File: src/hw/sar_pkg.sv
/*
  Shared constants for the converter control block: register map, field
  positions, reset values, multiplexer codes and output word layout.
  Assumes a 4-bit byte address on the register port, word aligned.
*/
package sar_pkg;

  // Register byte addresses
  localparam logic [3:0] ADDR_CTRL   = 4'h0;
  localparam logic [3:0] ADDR_STATUS = 4'h4;
  localparam logic [3:0] ADDR_RESULT = 4'h8;
  localparam logic [3:0] ADDR_LATCH  = 4'hC;

  // Control register fields
  localparam int CTRL_ENABLE_BIT = 0;
  localparam int CTRL_SHORT_BIT  = 1;
  localparam logic [1:0] CTRL_RESET = 2'h1;

  // Status register fields
  localparam int STAT_BUSY_BIT  = 0;
  localparam int STAT_AVAIL_BIT = 1;
  localparam int STAT_FULL_BIT  = 2;
  localparam int STAT_PAIR_MODE_SEL_BIT  = 3;

  // Resolutions and word layout
  localparam int FULL_BITS  = 12;
  localparam int SHORT_BITS = 10;
  localparam int ADDR_BITS  = 4;
  localparam int WORD_BITS  = 16;
  localparam int FIFO_DEPTH = 8;

  // Multiplexer select codes: 0..7 analog inputs, 8 common input
  localparam logic [3:0] SEL_COMMON = 4'h8;

  // Input span codes, {polarity_select, gain_select}
  typedef enum logic [1:0] {
    SPAN_UNI_HALF = 2'h0,
    SPAN_UNI_FULL = 2'h1,
    SPAN_BIP_QTR  = 2'h2,
    SPAN_BIP_HALF = 2'h3
  } span_e;

endpackage

File: src/hw/fifo_if.sv
/*
  Valid/ready carrier between the converter control and its result FIFO.
  Pop side: out_ready requests a word, data appear one cycle later.
*/
`timescale 1ns/100ps
interface fifo_if #(parameter int W = 16);
  logic         in_valid;
  logic         in_ready;
  logic [W-1:0] in_data;
  logic         out_valid;
  logic         out_ready;
  logic [W-1:0] out_data;

  modport fifo (input in_valid, in_data, out_ready,
                output in_ready, out_valid, out_data);
  modport user (output in_valid, in_data, out_ready,
                input in_ready, out_valid, out_data);
endinterface

File: src/hw/sample_fifo.sv
/*
  Result FIFO with parameter width and depth; read data leave a register.
  Assumes a single clock and a consumer that pops only while out_valid.
*/
`timescale 1ns/100ps
module sample_fifo #(
  parameter int W     = 16,
  parameter int DEPTH = 8
) (
  input  wire logic mclk_in,   // System clock
  input  wire logic reset_in,  // Async reset, active high
  fifo_if.fifo      port       // Push and pop sides
);
  localparam int AW = $clog2(DEPTH);

  logic [W-1:0]  mem [DEPTH];
  logic [AW-1:0] wptr_r;
  logic [AW-1:0] rptr_r;
  logic [AW:0]   count_r;
  logic [W-1:0]  dout_r;
  wire           push = port.in_valid && port.in_ready;
  wire           pop  = port.out_ready && port.out_valid;

  assign port.in_ready  = (count_r != (AW+1)'(DEPTH));
  assign port.out_valid = (count_r != '0);
  assign port.out_data  = dout_r;

  always_ff @(posedge mclk_in)
  begin
    if (push)
      mem[wptr_r] <= port.in_data;
  end

  always_ff @(posedge mclk_in or posedge reset_in)
  begin
    if (reset_in)
    begin
      wptr_r  <= '0;
      rptr_r  <= '0;
      count_r <= '0;
      dout_r  <= '0;
    end
    else
    begin
      if (push)
        wptr_r <= (wptr_r == AW'(DEPTH-1)) ? '0 : wptr_r + 1'b1;
      if (pop)
      begin
        dout_r <= mem[rptr_r];
        rptr_r <= (rptr_r == AW'(DEPTH-1)) ? '0 : rptr_r + 1'b1;
      end
      count_r <= count_r + (AW+1)'(push) - (AW+1)'(pop);
    end
  end
endmodule // sample_fifo

File: src/hw/sar_conversion_and_mux_select.sv
/*
  Control logic of an eight-channel successive-approximation converter:
  start detection, bit decisions, output latch, multiplexer and span
  decode, result FIFO and a small register port.
  Assumes pins synchronous to mclk_in and a comparator that settles
  within one clock of a new trial code.
*/
// The implementer's own choices: the strobed register port and the register offsets.
// Overview of operation
// - A conversion starts only from the device select and convert request pins.
// - The bit decision register is cleared as each conversion begins.
// - Start requests during a conversion are ignored; it cannot be restarted.
// - Bits are decided one at a time from MSB to LSB over 10 or 12 bits.
// - At the end the result and the 4-bit channel address load a 14/16-bit latch.
// - The result is the difference of the positive and negative mux outputs.
// - Pair mode low gives eight single-ended inputs, high gives four pairs.
// - Single-ended, the address picks the positive input; common is negative.
// - Differential, the upper bits pick the pair and bit 0 the positive side.
// - Gain select high gives gain 1, low gives gain 2 with half the span.
// - Polarity select low is unipolar, high bipolar, four spans in all.
`timescale 1ns/100ps
module sar_conversion_and_mux_select #(
  parameter int RES_BITS = sar_pkg::FULL_BITS,
  parameter int FIFO_D   = sar_pkg::FIFO_DEPTH
) (
  input  wire logic        mclk_in,              // 10 MHz clock
  input  wire logic        reset_in,             // Async reset, high
  input  wire logic        cs_n_in,              // Device select, low
  input  wire logic        convert_request_n_in, // Start, falling edge
  input  wire logic        pair_mode_sel_in,     // High: differential
  input  wire logic        channel_addr_bit2_in, // Mux address bit 2
  input  wire logic        channel_addr_bit1_in, // Mux address bit 1
  input  wire logic        channel_addr_bit0_in, // Mux address bit 0
  input  wire logic        gain_select_in,       // High: gain 1
  input  wire logic        polarity_select_in,   // High: bipolar
  input  wire logic        comparator_in,        // High: input >= trial
  output logic [RES_BITS-1:0] trial_code_out,    // DAC trial code
  output logic             sample_out,           // Acquire phase
  output logic [3:0]       pos_sel_out,          // Positive mux select
  output logic [3:0]       neg_sel_out,          // Negative mux select
  output sar_pkg::span_e   span_sel_out,         // Input span
  output logic             busy_out,             // Conversion running
  output logic [sar_pkg::WORD_BITS-1:0] data_out,// Parallel output latch
  input  wire logic [3:0]  addr_in,              // Register address
  input  wire logic [31:0] wdata_in,             // Register write data
  input  wire logic        wr_in,                // Write strobe
  input  wire logic        rd_in,                // Read strobe
  output logic [31:0]      rdata_out             // Read data, next cycle
);
  import sar_pkg::*;

  localparam int IDX_W = $clog2(RES_BITS);

  typedef enum {ST_IDLE, ST_CONVERT, ST_LOAD} conv_state_e;

  conv_state_e         state_r;
  conv_state_e         state_nxt;
  logic [RES_BITS-1:0] bdr_r;            // Bit decision register
  logic [RES_BITS-1:0] bdr_nxt;
  logic [IDX_W-1:0]    idx_r;
  logic [IDX_W-1:0]    idx_nxt;
  logic                req_n_r;
  logic [1:0]          ctrl_r;
  logic                cfg_pair_mode_sel_r;
  logic [2:0]          cfg_addr_r;
  logic                cfg_gain_r;
  logic                cfg_pol_r;
  logic                cfg_short_r;
  logic [WORD_BITS-1:0] latch_r;
  logic [3:0]          rd_sel_r;
  logic                rd_empty_r;
  logic [31:0]         rd_hold_r;

  fifo_if #(.W(WORD_BITS)) res_q ();

  sample_fifo #(
    .W     (WORD_BITS),
    .DEPTH (FIFO_D)
  ) u_fifo (
    .mclk_in  (mclk_in),
    .reset_in (reset_in),
    .port     (res_q)
  );

  // Start detection and conversion sequencing
  wire req_fall  = req_n_r && !convert_request_n_in;
  wire start_req = !cs_n_in && req_fall;
  wire start_ok  = start_req && ctrl_r[CTRL_ENABLE_BIT]
                   && (state_r == ST_IDLE);
  // Short mode keeps full-scale trial weights and stops two bits early
  wire [IDX_W-1:0] top_idx = IDX_W'(RES_BITS - 1);
  wire [IDX_W-1:0] low_idx = cfg_short_r
                   ? IDX_W'(FULL_BITS - SHORT_BITS) : '0;
  wire [RES_BITS-1:0] bit_mask = RES_BITS'(1) << idx_r;
  wire [RES_BITS-1:0] trial    = bdr_r | bit_mask;
  wire last_bit  = (idx_r == low_idx);
  wire load_go   = (state_r == ST_LOAD) && res_q.in_ready;

  // Comparator sees the charge of positive minus negative input
  wire [RES_BITS-1:0] decided = comparator_in ? trial : bdr_r;

  always_comb
  begin
    state_nxt = state_r;
    bdr_nxt   = bdr_r;
    idx_nxt   = idx_r;
    case (state_r)
      ST_IDLE:
        if (start_ok)
        begin
          state_nxt = ST_CONVERT;
          bdr_nxt   = '0;
          idx_nxt   = top_idx;
        end
      ST_CONVERT:
      begin
        bdr_nxt = decided;
        if (last_bit)
          state_nxt = ST_LOAD;
        else
          idx_nxt = idx_r - 1'b1;
      end
      ST_LOAD:
        if (res_q.in_ready)
          state_nxt = ST_IDLE;
      default:
        state_nxt = ST_IDLE;
    endcase
  end

  always_ff @(posedge mclk_in or posedge reset_in)
  begin
    if (reset_in)
    begin
      state_r <= ST_IDLE;
      bdr_r   <= '0;
      idx_r   <= '0;
      req_n_r <= 1'b1;
    end
    else
    begin
      state_r <= state_nxt;
      bdr_r   <= bdr_nxt;
      idx_r   <= idx_nxt;
      req_n_r <= convert_request_n_in;
    end
  end

  // Configuration held for the whole conversion
  always_ff @(posedge mclk_in or posedge reset_in)
  begin
    if (reset_in)
    begin
      cfg_pair_mode_sel_r  <= 1'b0;
      cfg_addr_r  <= '0;
      cfg_gain_r  <= 1'b0;
      cfg_pol_r   <= 1'b0;
      cfg_short_r <= 1'b0;
    end
    else if (start_ok)
    begin
      cfg_pair_mode_sel_r  <= pair_mode_sel_in;
      cfg_addr_r  <= {channel_addr_bit2_in, channel_addr_bit1_in,
                      channel_addr_bit0_in};
      cfg_gain_r  <= gain_select_in;
      cfg_pol_r   <= polarity_select_in;
      cfg_short_r <= ctrl_r[CTRL_SHORT_BIT];
    end
  end

  // Multiplexer and span decode
  wire [3:0] se_pos   = {1'b0, cfg_addr_r};
  wire [3:0] pair_pos = {1'b0, cfg_addr_r};
  wire [3:0] pair_neg = {1'b0, cfg_addr_r[2:1], ~cfg_addr_r[0]};
  assign pos_sel_out  = cfg_pair_mode_sel_r ? pair_pos : se_pos;
  assign neg_sel_out  = cfg_pair_mode_sel_r ? pair_neg : SEL_COMMON;
  assign span_sel_out = span_e'({cfg_pol_r, cfg_gain_r});

  // Output word: zero pad, channel address, result
  wire [ADDR_BITS-1:0] addr_word = {cfg_pair_mode_sel_r, cfg_addr_r};
  wire [WORD_BITS-1:0] word_full =
    WORD_BITS'({addr_word, bdr_r});
  wire [WORD_BITS-1:0] word_short =
    WORD_BITS'({addr_word, bdr_r[RES_BITS-1 -: SHORT_BITS]});
  wire [WORD_BITS-1:0] result_word = cfg_short_r ? word_short : word_full;

  // A full FIFO stalls in ST_LOAD so latch and FIFO never disagree
  always_ff @(posedge mclk_in or posedge reset_in)
  begin
    if (reset_in)
      latch_r <= '0;
    else if (load_go)
      latch_r <= result_word;
  end

  assign res_q.in_valid = (state_r == ST_LOAD);
  assign res_q.in_data  = result_word;
  assign trial_code_out = (state_r == ST_CONVERT) ? trial : '0;
  assign sample_out     = (state_r == ST_IDLE);
  assign busy_out       = (state_r != ST_IDLE);
  assign data_out       = latch_r;

  // Register port
  wire wr_ctrl   = wr_in && (addr_in == ADDR_CTRL);
  wire rd_result = rd_in && (addr_in == ADDR_RESULT);
  assign res_q.out_ready = rd_result;

  wire [31:0] status_word = 32'({cfg_pair_mode_sel_r, !res_q.in_ready,
                                 res_q.out_valid, busy_out});
  wire [31:0] rd_mux =
    (addr_in == ADDR_CTRL)   ? 32'(ctrl_r) :
    (addr_in == ADDR_STATUS) ? status_word :
    (addr_in == ADDR_LATCH)  ? 32'(latch_r) : '0;

  always_ff @(posedge mclk_in or posedge reset_in)
  begin
    if (reset_in)
    begin
      ctrl_r     <= CTRL_RESET;
      rd_sel_r   <= '0;
      rd_empty_r <= 1'b1;
      rd_hold_r  <= '0;
    end
    else
    begin
      if (wr_ctrl)
        ctrl_r <= wdata_in[1:0];
      rd_sel_r   <= addr_in;
      rd_empty_r <= !(rd_result && res_q.out_valid);
      rd_hold_r  <= rd_in ? rd_mux : '0;
    end
  end

  // Popped word is already in the FIFO output register next cycle
  wire rd_was_result = (rd_sel_r == ADDR_RESULT) && !rd_empty_r;
  assign rdata_out = rd_was_result ? 32'(res_q.out_data) : rd_hold_r;

  // Assertions
  localparam int FULL_LAST  = 12;
  localparam int SHORT_LAST = 10;

  // Address field moves down in short mode
  wire [ADDR_BITS-1:0] addr_field = cfg_short_r
                       ? data_out[SHORT_BITS +: ADDR_BITS]
                       : data_out[RES_BITS +: ADDR_BITS];
endmodule // sar_conversion_and_mux_select

File: config.mk
export PLATFORM = sky130hd
export DESIGN_NAME = sar_conversion_and_mux_select
export DESIGN_NICKNAME = d
export VERILOG_FILES = /design/src/hw/sar_pkg.sv /design/src/hw/fifo_if.sv /design/src/hw/sample_fifo.sv /design/src/hw/sar_conversion_and_mux_select.sv
export SDC_FILE = /design/constraint.sdc
export NUM_CORES = 1
export LEC_CHECK = 0
export ABC_CLOCK_PERIOD_IN_PS = 3800
export BUFFER_PORTS_ARGS = -buffer_cell sky130_fd_sc_hd__buf_4
export CAP_MARGIN = 20
export CELL_PAD_IN_SITES_DETAIL_PLACEMENT = 0
export CELL_PAD_IN_SITES_GLOBAL_PLACEMENT = 1
export CORE_MARGIN = 3
export CORE_UTILIZATION = 48
export DETAILED_ROUTE_END_ITERATION = 12
export GPL_ROUTABILITY_DRIVEN = 1
export PLACE_DENSITY = 0.81
export SLEW_MARGIN = 20
export SYNTH_ARGS = -nofsm -noshare
export SYNTH_HDL_FRONTEND = slang
export SYNTH_SLANG_ARGS = --single-unit
File: constraint.sdc
create_clock -name mclk_in -period 3.8 [get_ports mclk_in]
set_input_delay 0.19 -clock mclk_in [delete_from_list [all_inputs] [get_ports mclk_in]]
set_output_delay 0.19 -clock mclk_in [all_outputs]
set_load 0.02 [all_outputs]
# After elaboration in Yosys (flattened, before gate mapping)
# Memory sizes are Yosys's and may differ from the RTL's. A register that Yosys moved wholly into a read port is not among the register bits.
# Index checks and enable logic that the tools add are counted.
totals:
  reg_bits: 105
  mem_count: 1
  ram_bits: 128
  inputBits: 49
memory_table:
  columns: ["name", "depth", "word_bits", "read_ports", "rd_ports_with_merged_regs", "write_ports", "line_no", "rtl"]
  rows:
  - ["u_fifo.mem", 8, 16, 1, 1, 1, "sample_fifo.sv:16", "logic [W-1:0] mem [DEPTH];"]
op_classes:
  eq_ne: 17
  add_sub_neg: 5
  shift: 1
  n_mux: 23
  bitwise: 2
  reduce_logical: 23
ops:
  columns: ["operator", "n"]
  rows:
  - ["two-way mux 16 bit", 6]
  - ["two-way mux 32 bit", 3]
  - ["one-hot mux 32 bit (3 select lines)", 1]
  - ["equality test 32 x 2 -> 1 bit (second input constant)", 2]
  - ["zero test 32 bit", 2]
  - ["two-way mux 12 bit", 3]
  - ["equality test 32 x 1 -> 1 bit (second input constant)", 1]
  - ["equality test 32 x 3 -> 1 bit (second input constant)", 1]
  - ["nonzero test 32 bit", 1]
  - ["one-hot mux 12 bit (2 select lines)", 1]
  - ["equality test 4 bit (second input constant)", 3]
  - ["two-way mux 4 bit", 3]
  - ["bitwise OR 12 bit", 1]
  - ["left shift 1 x 4 -> 12 bit (first input constant)", 1]
  - ["inequality test 2 bit (second input constant)", 5]
  - ["logical AND 1 bit", 9]
  - ["AND reduction 3 bit", 3]
  - ["one-hot mux 4 bit (2 select lines)", 1]
  - ["adder 3 x 1 -> 3 bit (second input constant)", 2]
  - ["equality test 3 bit (second input constant)", 2]
  - ["two-way mux 3 bit", 2]
  - ["zero test 1 bit", 5]
  - ["adder 4 x 1 -> 4 bit", 1]
  - ["equality test 4 x 2 -> 1 bit", 1]
  - ["other kinds (10)", 11]

# Longest topological paths before layout
depth:
  word_depth: 7
  ltp_mapped: 12
  mapped_depth_nobuf: 10

# Cells and area by module
# From an unflattened synthesis, not the netlist that was laid out.
hier_totals:
  hier_cells: 652
  hier_area_um2: 9489.1
modules_own_cells:
  columns: ["module", "area_per_inst_um2", "instances", "cells_each"]
  rows:
  - ["sample_fifo", 6253.5, 1, 352]
  - ["sar_conversion_and_mux_select", 3235.6, 1, 300]

# Worst setup path after synthesis
# No wires, ideal clock.
synth_path:
  kind: "register -> register"
  start: "reg u_fifo.count_r[2]"
  end: "mem u_fifo.mem[0][0] (enable)"
  setup_time_ns: 0.430
  slack_ns: 0.799
  stages_incl_launch_ff: 7
  arrival_time_ns: 2.570
  t_required_ns: 3.370
  n_path_buf: 1
  synth_period_minus_slack_ns: 3.001
  path_cell_list: "dfrtp_1 inv_1 ha_1 or3b_2 nand2b_2 buf_2 nor4_1"
synth_between:
  elab_chain_len: 4
synth_rtl:
  columns: ["element", "line_no", "rtl"]
  rows:
  - ["start, declared", "sample_fifo.sv:19", "logic [AW:0] count_r;"]
  - ["start signal, assigned", "sample_fifo.sv:52", "count_r <= count_r + (AW+1)'(push) - (AW+1)'(pop);"]
  - ["inequality test 4 bit", "sample_fifo.sv:24", "assign port.in_ready = (count_r != (AW+1)'(DEPTH));"]
  - ["logical AND 1 bit", "sample_fifo.sv:21", "wire push = port.in_valid && port.in_ready;"]
  - ["two-way mux 1 bit", "sample_fifo.sv:30", "if (push)"]
  - ["two-way mux 1 bit (not written as such)", "sample_fifo.sv:31", "mem[wptr_r] <= port.in_data;"]
  - ["end, declared", "sample_fifo.sv:16", null]
# No other way between the ends.

# Worst setup path after layout
layout_path:
  start: "reg u_fifo.count_r[2]"
  end: "mem u_fifo.mem[6][13] (enable)"
# The elaborated chain is that of the path after synthesis.

==> results.toml <==
[placed_design]
placedCellCount = 904
gp_congestion = 0.792
dpl_cell_area_sq_um = 9950
port_buffers = 73
place_hpwl_um = 12700

[synthesis]
synthDistinctLibCells = 42
ys.flop_type = "edfxtp_1"
syn_inst = 613
async_reset_ff_frac = 0.416
ys_ff_latch = 219
synth_warnings = 0
synth_top_area_share = 0.419
yosysSeqAreaShare = 0.667
yosys.area.top_type = "edfxtp_1"
postSynthAreaPerCell_sq_um = 15.0
ys_top_cells_by_count = "edfxtp_1, dfrtp_1, nand2_1, mux2_2, nor2_1"
synth_most_common_cell = "edfxtp_1"
synth_area_sq_um = 9180
synth_enable_flop_cells = 128
synth_area_leaders = "edfxtp_1, dfrtp_1, mux4_2, mux2_2, nand2_1"

[floorplan]
die_h_um = 144
die-area_sq_um = 20800
coreArea_sq_um = 18400
start_util = 0.499
io_pins = 121
die_x_um = 144
rows = 49

[sta]
hold_viol = 0
finalSetupViolCount = 0
worst_pin_slew_ns = 1.06
rsz0062_at_grt = "false"
clock-skew-final_ns = 0.0160
slew_headroom = 0.294
fin_crit_ns = 2.56
post-route-period-util = 0.674
maxSlewViolCount = 0
tns_ns = 0
whs_ns = 0.0522
fmaxAchievable_ghz = 0.391

[clock_tree]
cts_tree = "yes"
numCtsBuffers = 23
clk_pin_slew_ns = 0.07
htree_levels = 1
post_cts_resize_count = 0
clk_latency_ns = 0.52
root_buffer = "clkbuf_16"
clockBufferDepth = 3
cts_num_sinks = 219

[route]
initialDrtViolationCount = 425
dr.pass1.iters = 5
routed_wirelength_um = 18900
drc = 0
avgRoutedWirePerCell_um = 19.7
dr_total_vias = 5191
final_antenna_net_count = 0
vias_per_cell = 5.41

[power]
ir_worst_vdd_mv = 0.425
power.density_nw_per_um2 = 687
power_leakage_nw = 4.58

[final_layout]
finish.instance_area_sq_um = 10900
area_growth_pct = 18.7
antennaDiodeCount = 0
nets = 779
fin_cells = 960
drive_above_1_share = 0.306
utilization = 0.592

[global_routing]
grt_pass1_vias = 5477
grt.overflow.total = 0
grt_usage = 0.187
grt_max_degree = 52
grt_pass1_wl_um = 30200
antenna_found_initial = 0

[critical_path]
cp_max_fo = 11
crit_arrival_ns = 2.78
setup.worst_path.start_class = "flip-flop"
crit_path_end_kind = "flip-flop"
cp.required_ns = 4.02
path_class = "flip-flop to flip-flop"

[run_status]
status = "complete, no violations"

[flow_run]
maxCapViolations = 0

[worst_hold_path]
min_path_type = "input port to flip-flop"
## repair_timing
action / 4_1_cts / 5_1_grt
hold endpoints to repair: 54 / 0
hold buffers: 14 / 0
endpoints found under the setup margin: 0 / 0
buffers inserted: 0 / 0
## report_power, final
part	internal, mW	switching (mW)
sequential	2.92	0.377
clock	1.42	0.922
combinational	0.867	0.990
total	5.20	2.29
## final timing paths
check	from	to	slack, ns	cells past startpoint
min in group asynchronous	reset_in	ctrl_r[1]	0.33	3
max in group asynchronous	reset_in	rd_hold_r[9]	2.35	4
max	u_fifo.count_r[2]	u_fifo.mem[6][13]	1.24	8
min	wr_in	ctrl_r[1]	0.05	3
max reg2reg	u_fifo.count_r[2]	u_fifo.mem[6][13]	1.24	8
min reg2reg	cfg_pol_r	cfg_pol_r	0.48	2
## cell type report
class                   instances  area (sq um)
flip-flops and latches        219          6130
fillers                      1400          7500
well taps                     229           287
clock buffers                  26           597
inverters                      21          80.1
multi-input cells             344          2780
clock inverters                16           205
repair buffers                105           823
## cells by family after synthesis
kind of cell | share of synthesized area
flops | 0.667
simple gates | 0.0822
mux | 0.155
buf+inv | 0.0413
compound gates | 0.0281
fa+ha+maj | 0.0226
xor+xnor | 0.00382
other cells | 0.000408
## state kept, by name, indices dropped and copies added, names as in the netlist, 2 cells and up
signal,count
bdr_r,12
cfg_addr_r,3
ctrl_r,2
data_out,16
idx_r,4
rd_hold_r,16
rd_sel_r,4
state_r,2
u_fifo.count_r,4
u_fifo.mem,128
u_fifo.port.out_data,16
u_fifo.rptr_r,3
u_fifo.wptr_r,3
## critical path, cell delays in order (launching register included)
cell      delay (ns)
dfrtp_1         0.32
inv_1           0.06
ha_1            0.20
or3b_2          0.26
nand2b_2        0.08
inv_1           0.37
nand2_1         0.20
nor2_1          0.49
buf_4           0.27
## routing by layer
layer,part of all wire,track usage
met5,0,0
met2,0.50,0.314
met1,0.43,0.261
met3,0.048,0.0327
met4,0.017,0.0378
## layout by cell type, fill, tap and decap left out, types with 2 or more instances in the layout
cell type,netlist,final
a21oi_2,2,2
nor2b_1,4,4
xnor2_1,3,3
conb_1,1,17
dfrtp_1,88,87
a21oi_1,34,34
nand3_1,2,2
ha_1,15,15
dlygate4sd3_1,0,14
nor2_1,43,43
a21o_1,2,2
mux4_2,32,32
mux2_2,46,46
and2_1,15,15
mux2i_1,18,18
inv_1,21,20
dfstp_2,3,3
nand2b_1,4,4
buf_4,26,91
nor3_1,10,6
nor3_2,0,3
clkinv_2,0,7
nor4_4,1,2
edfxtp_1,128,128
nand2_1,75,75
nand3b_1,2,2
clkbuf_1,2,2
o21ai_0,5,5
bufinv_16,0,4
clkbuf_16,0,23
clkinv_1,0,3
## through the flow
step                setup WS [ns]  power (mW)
CTS                          1.23        7.57
floorplan                   0.799        4.62
detailed placement           1.25        5.19
finish                       1.24        7.49
global route                 1.05        7.89
global placement             1.32        5.14
No activity file was read; power rests on OpenSTA's default activity.
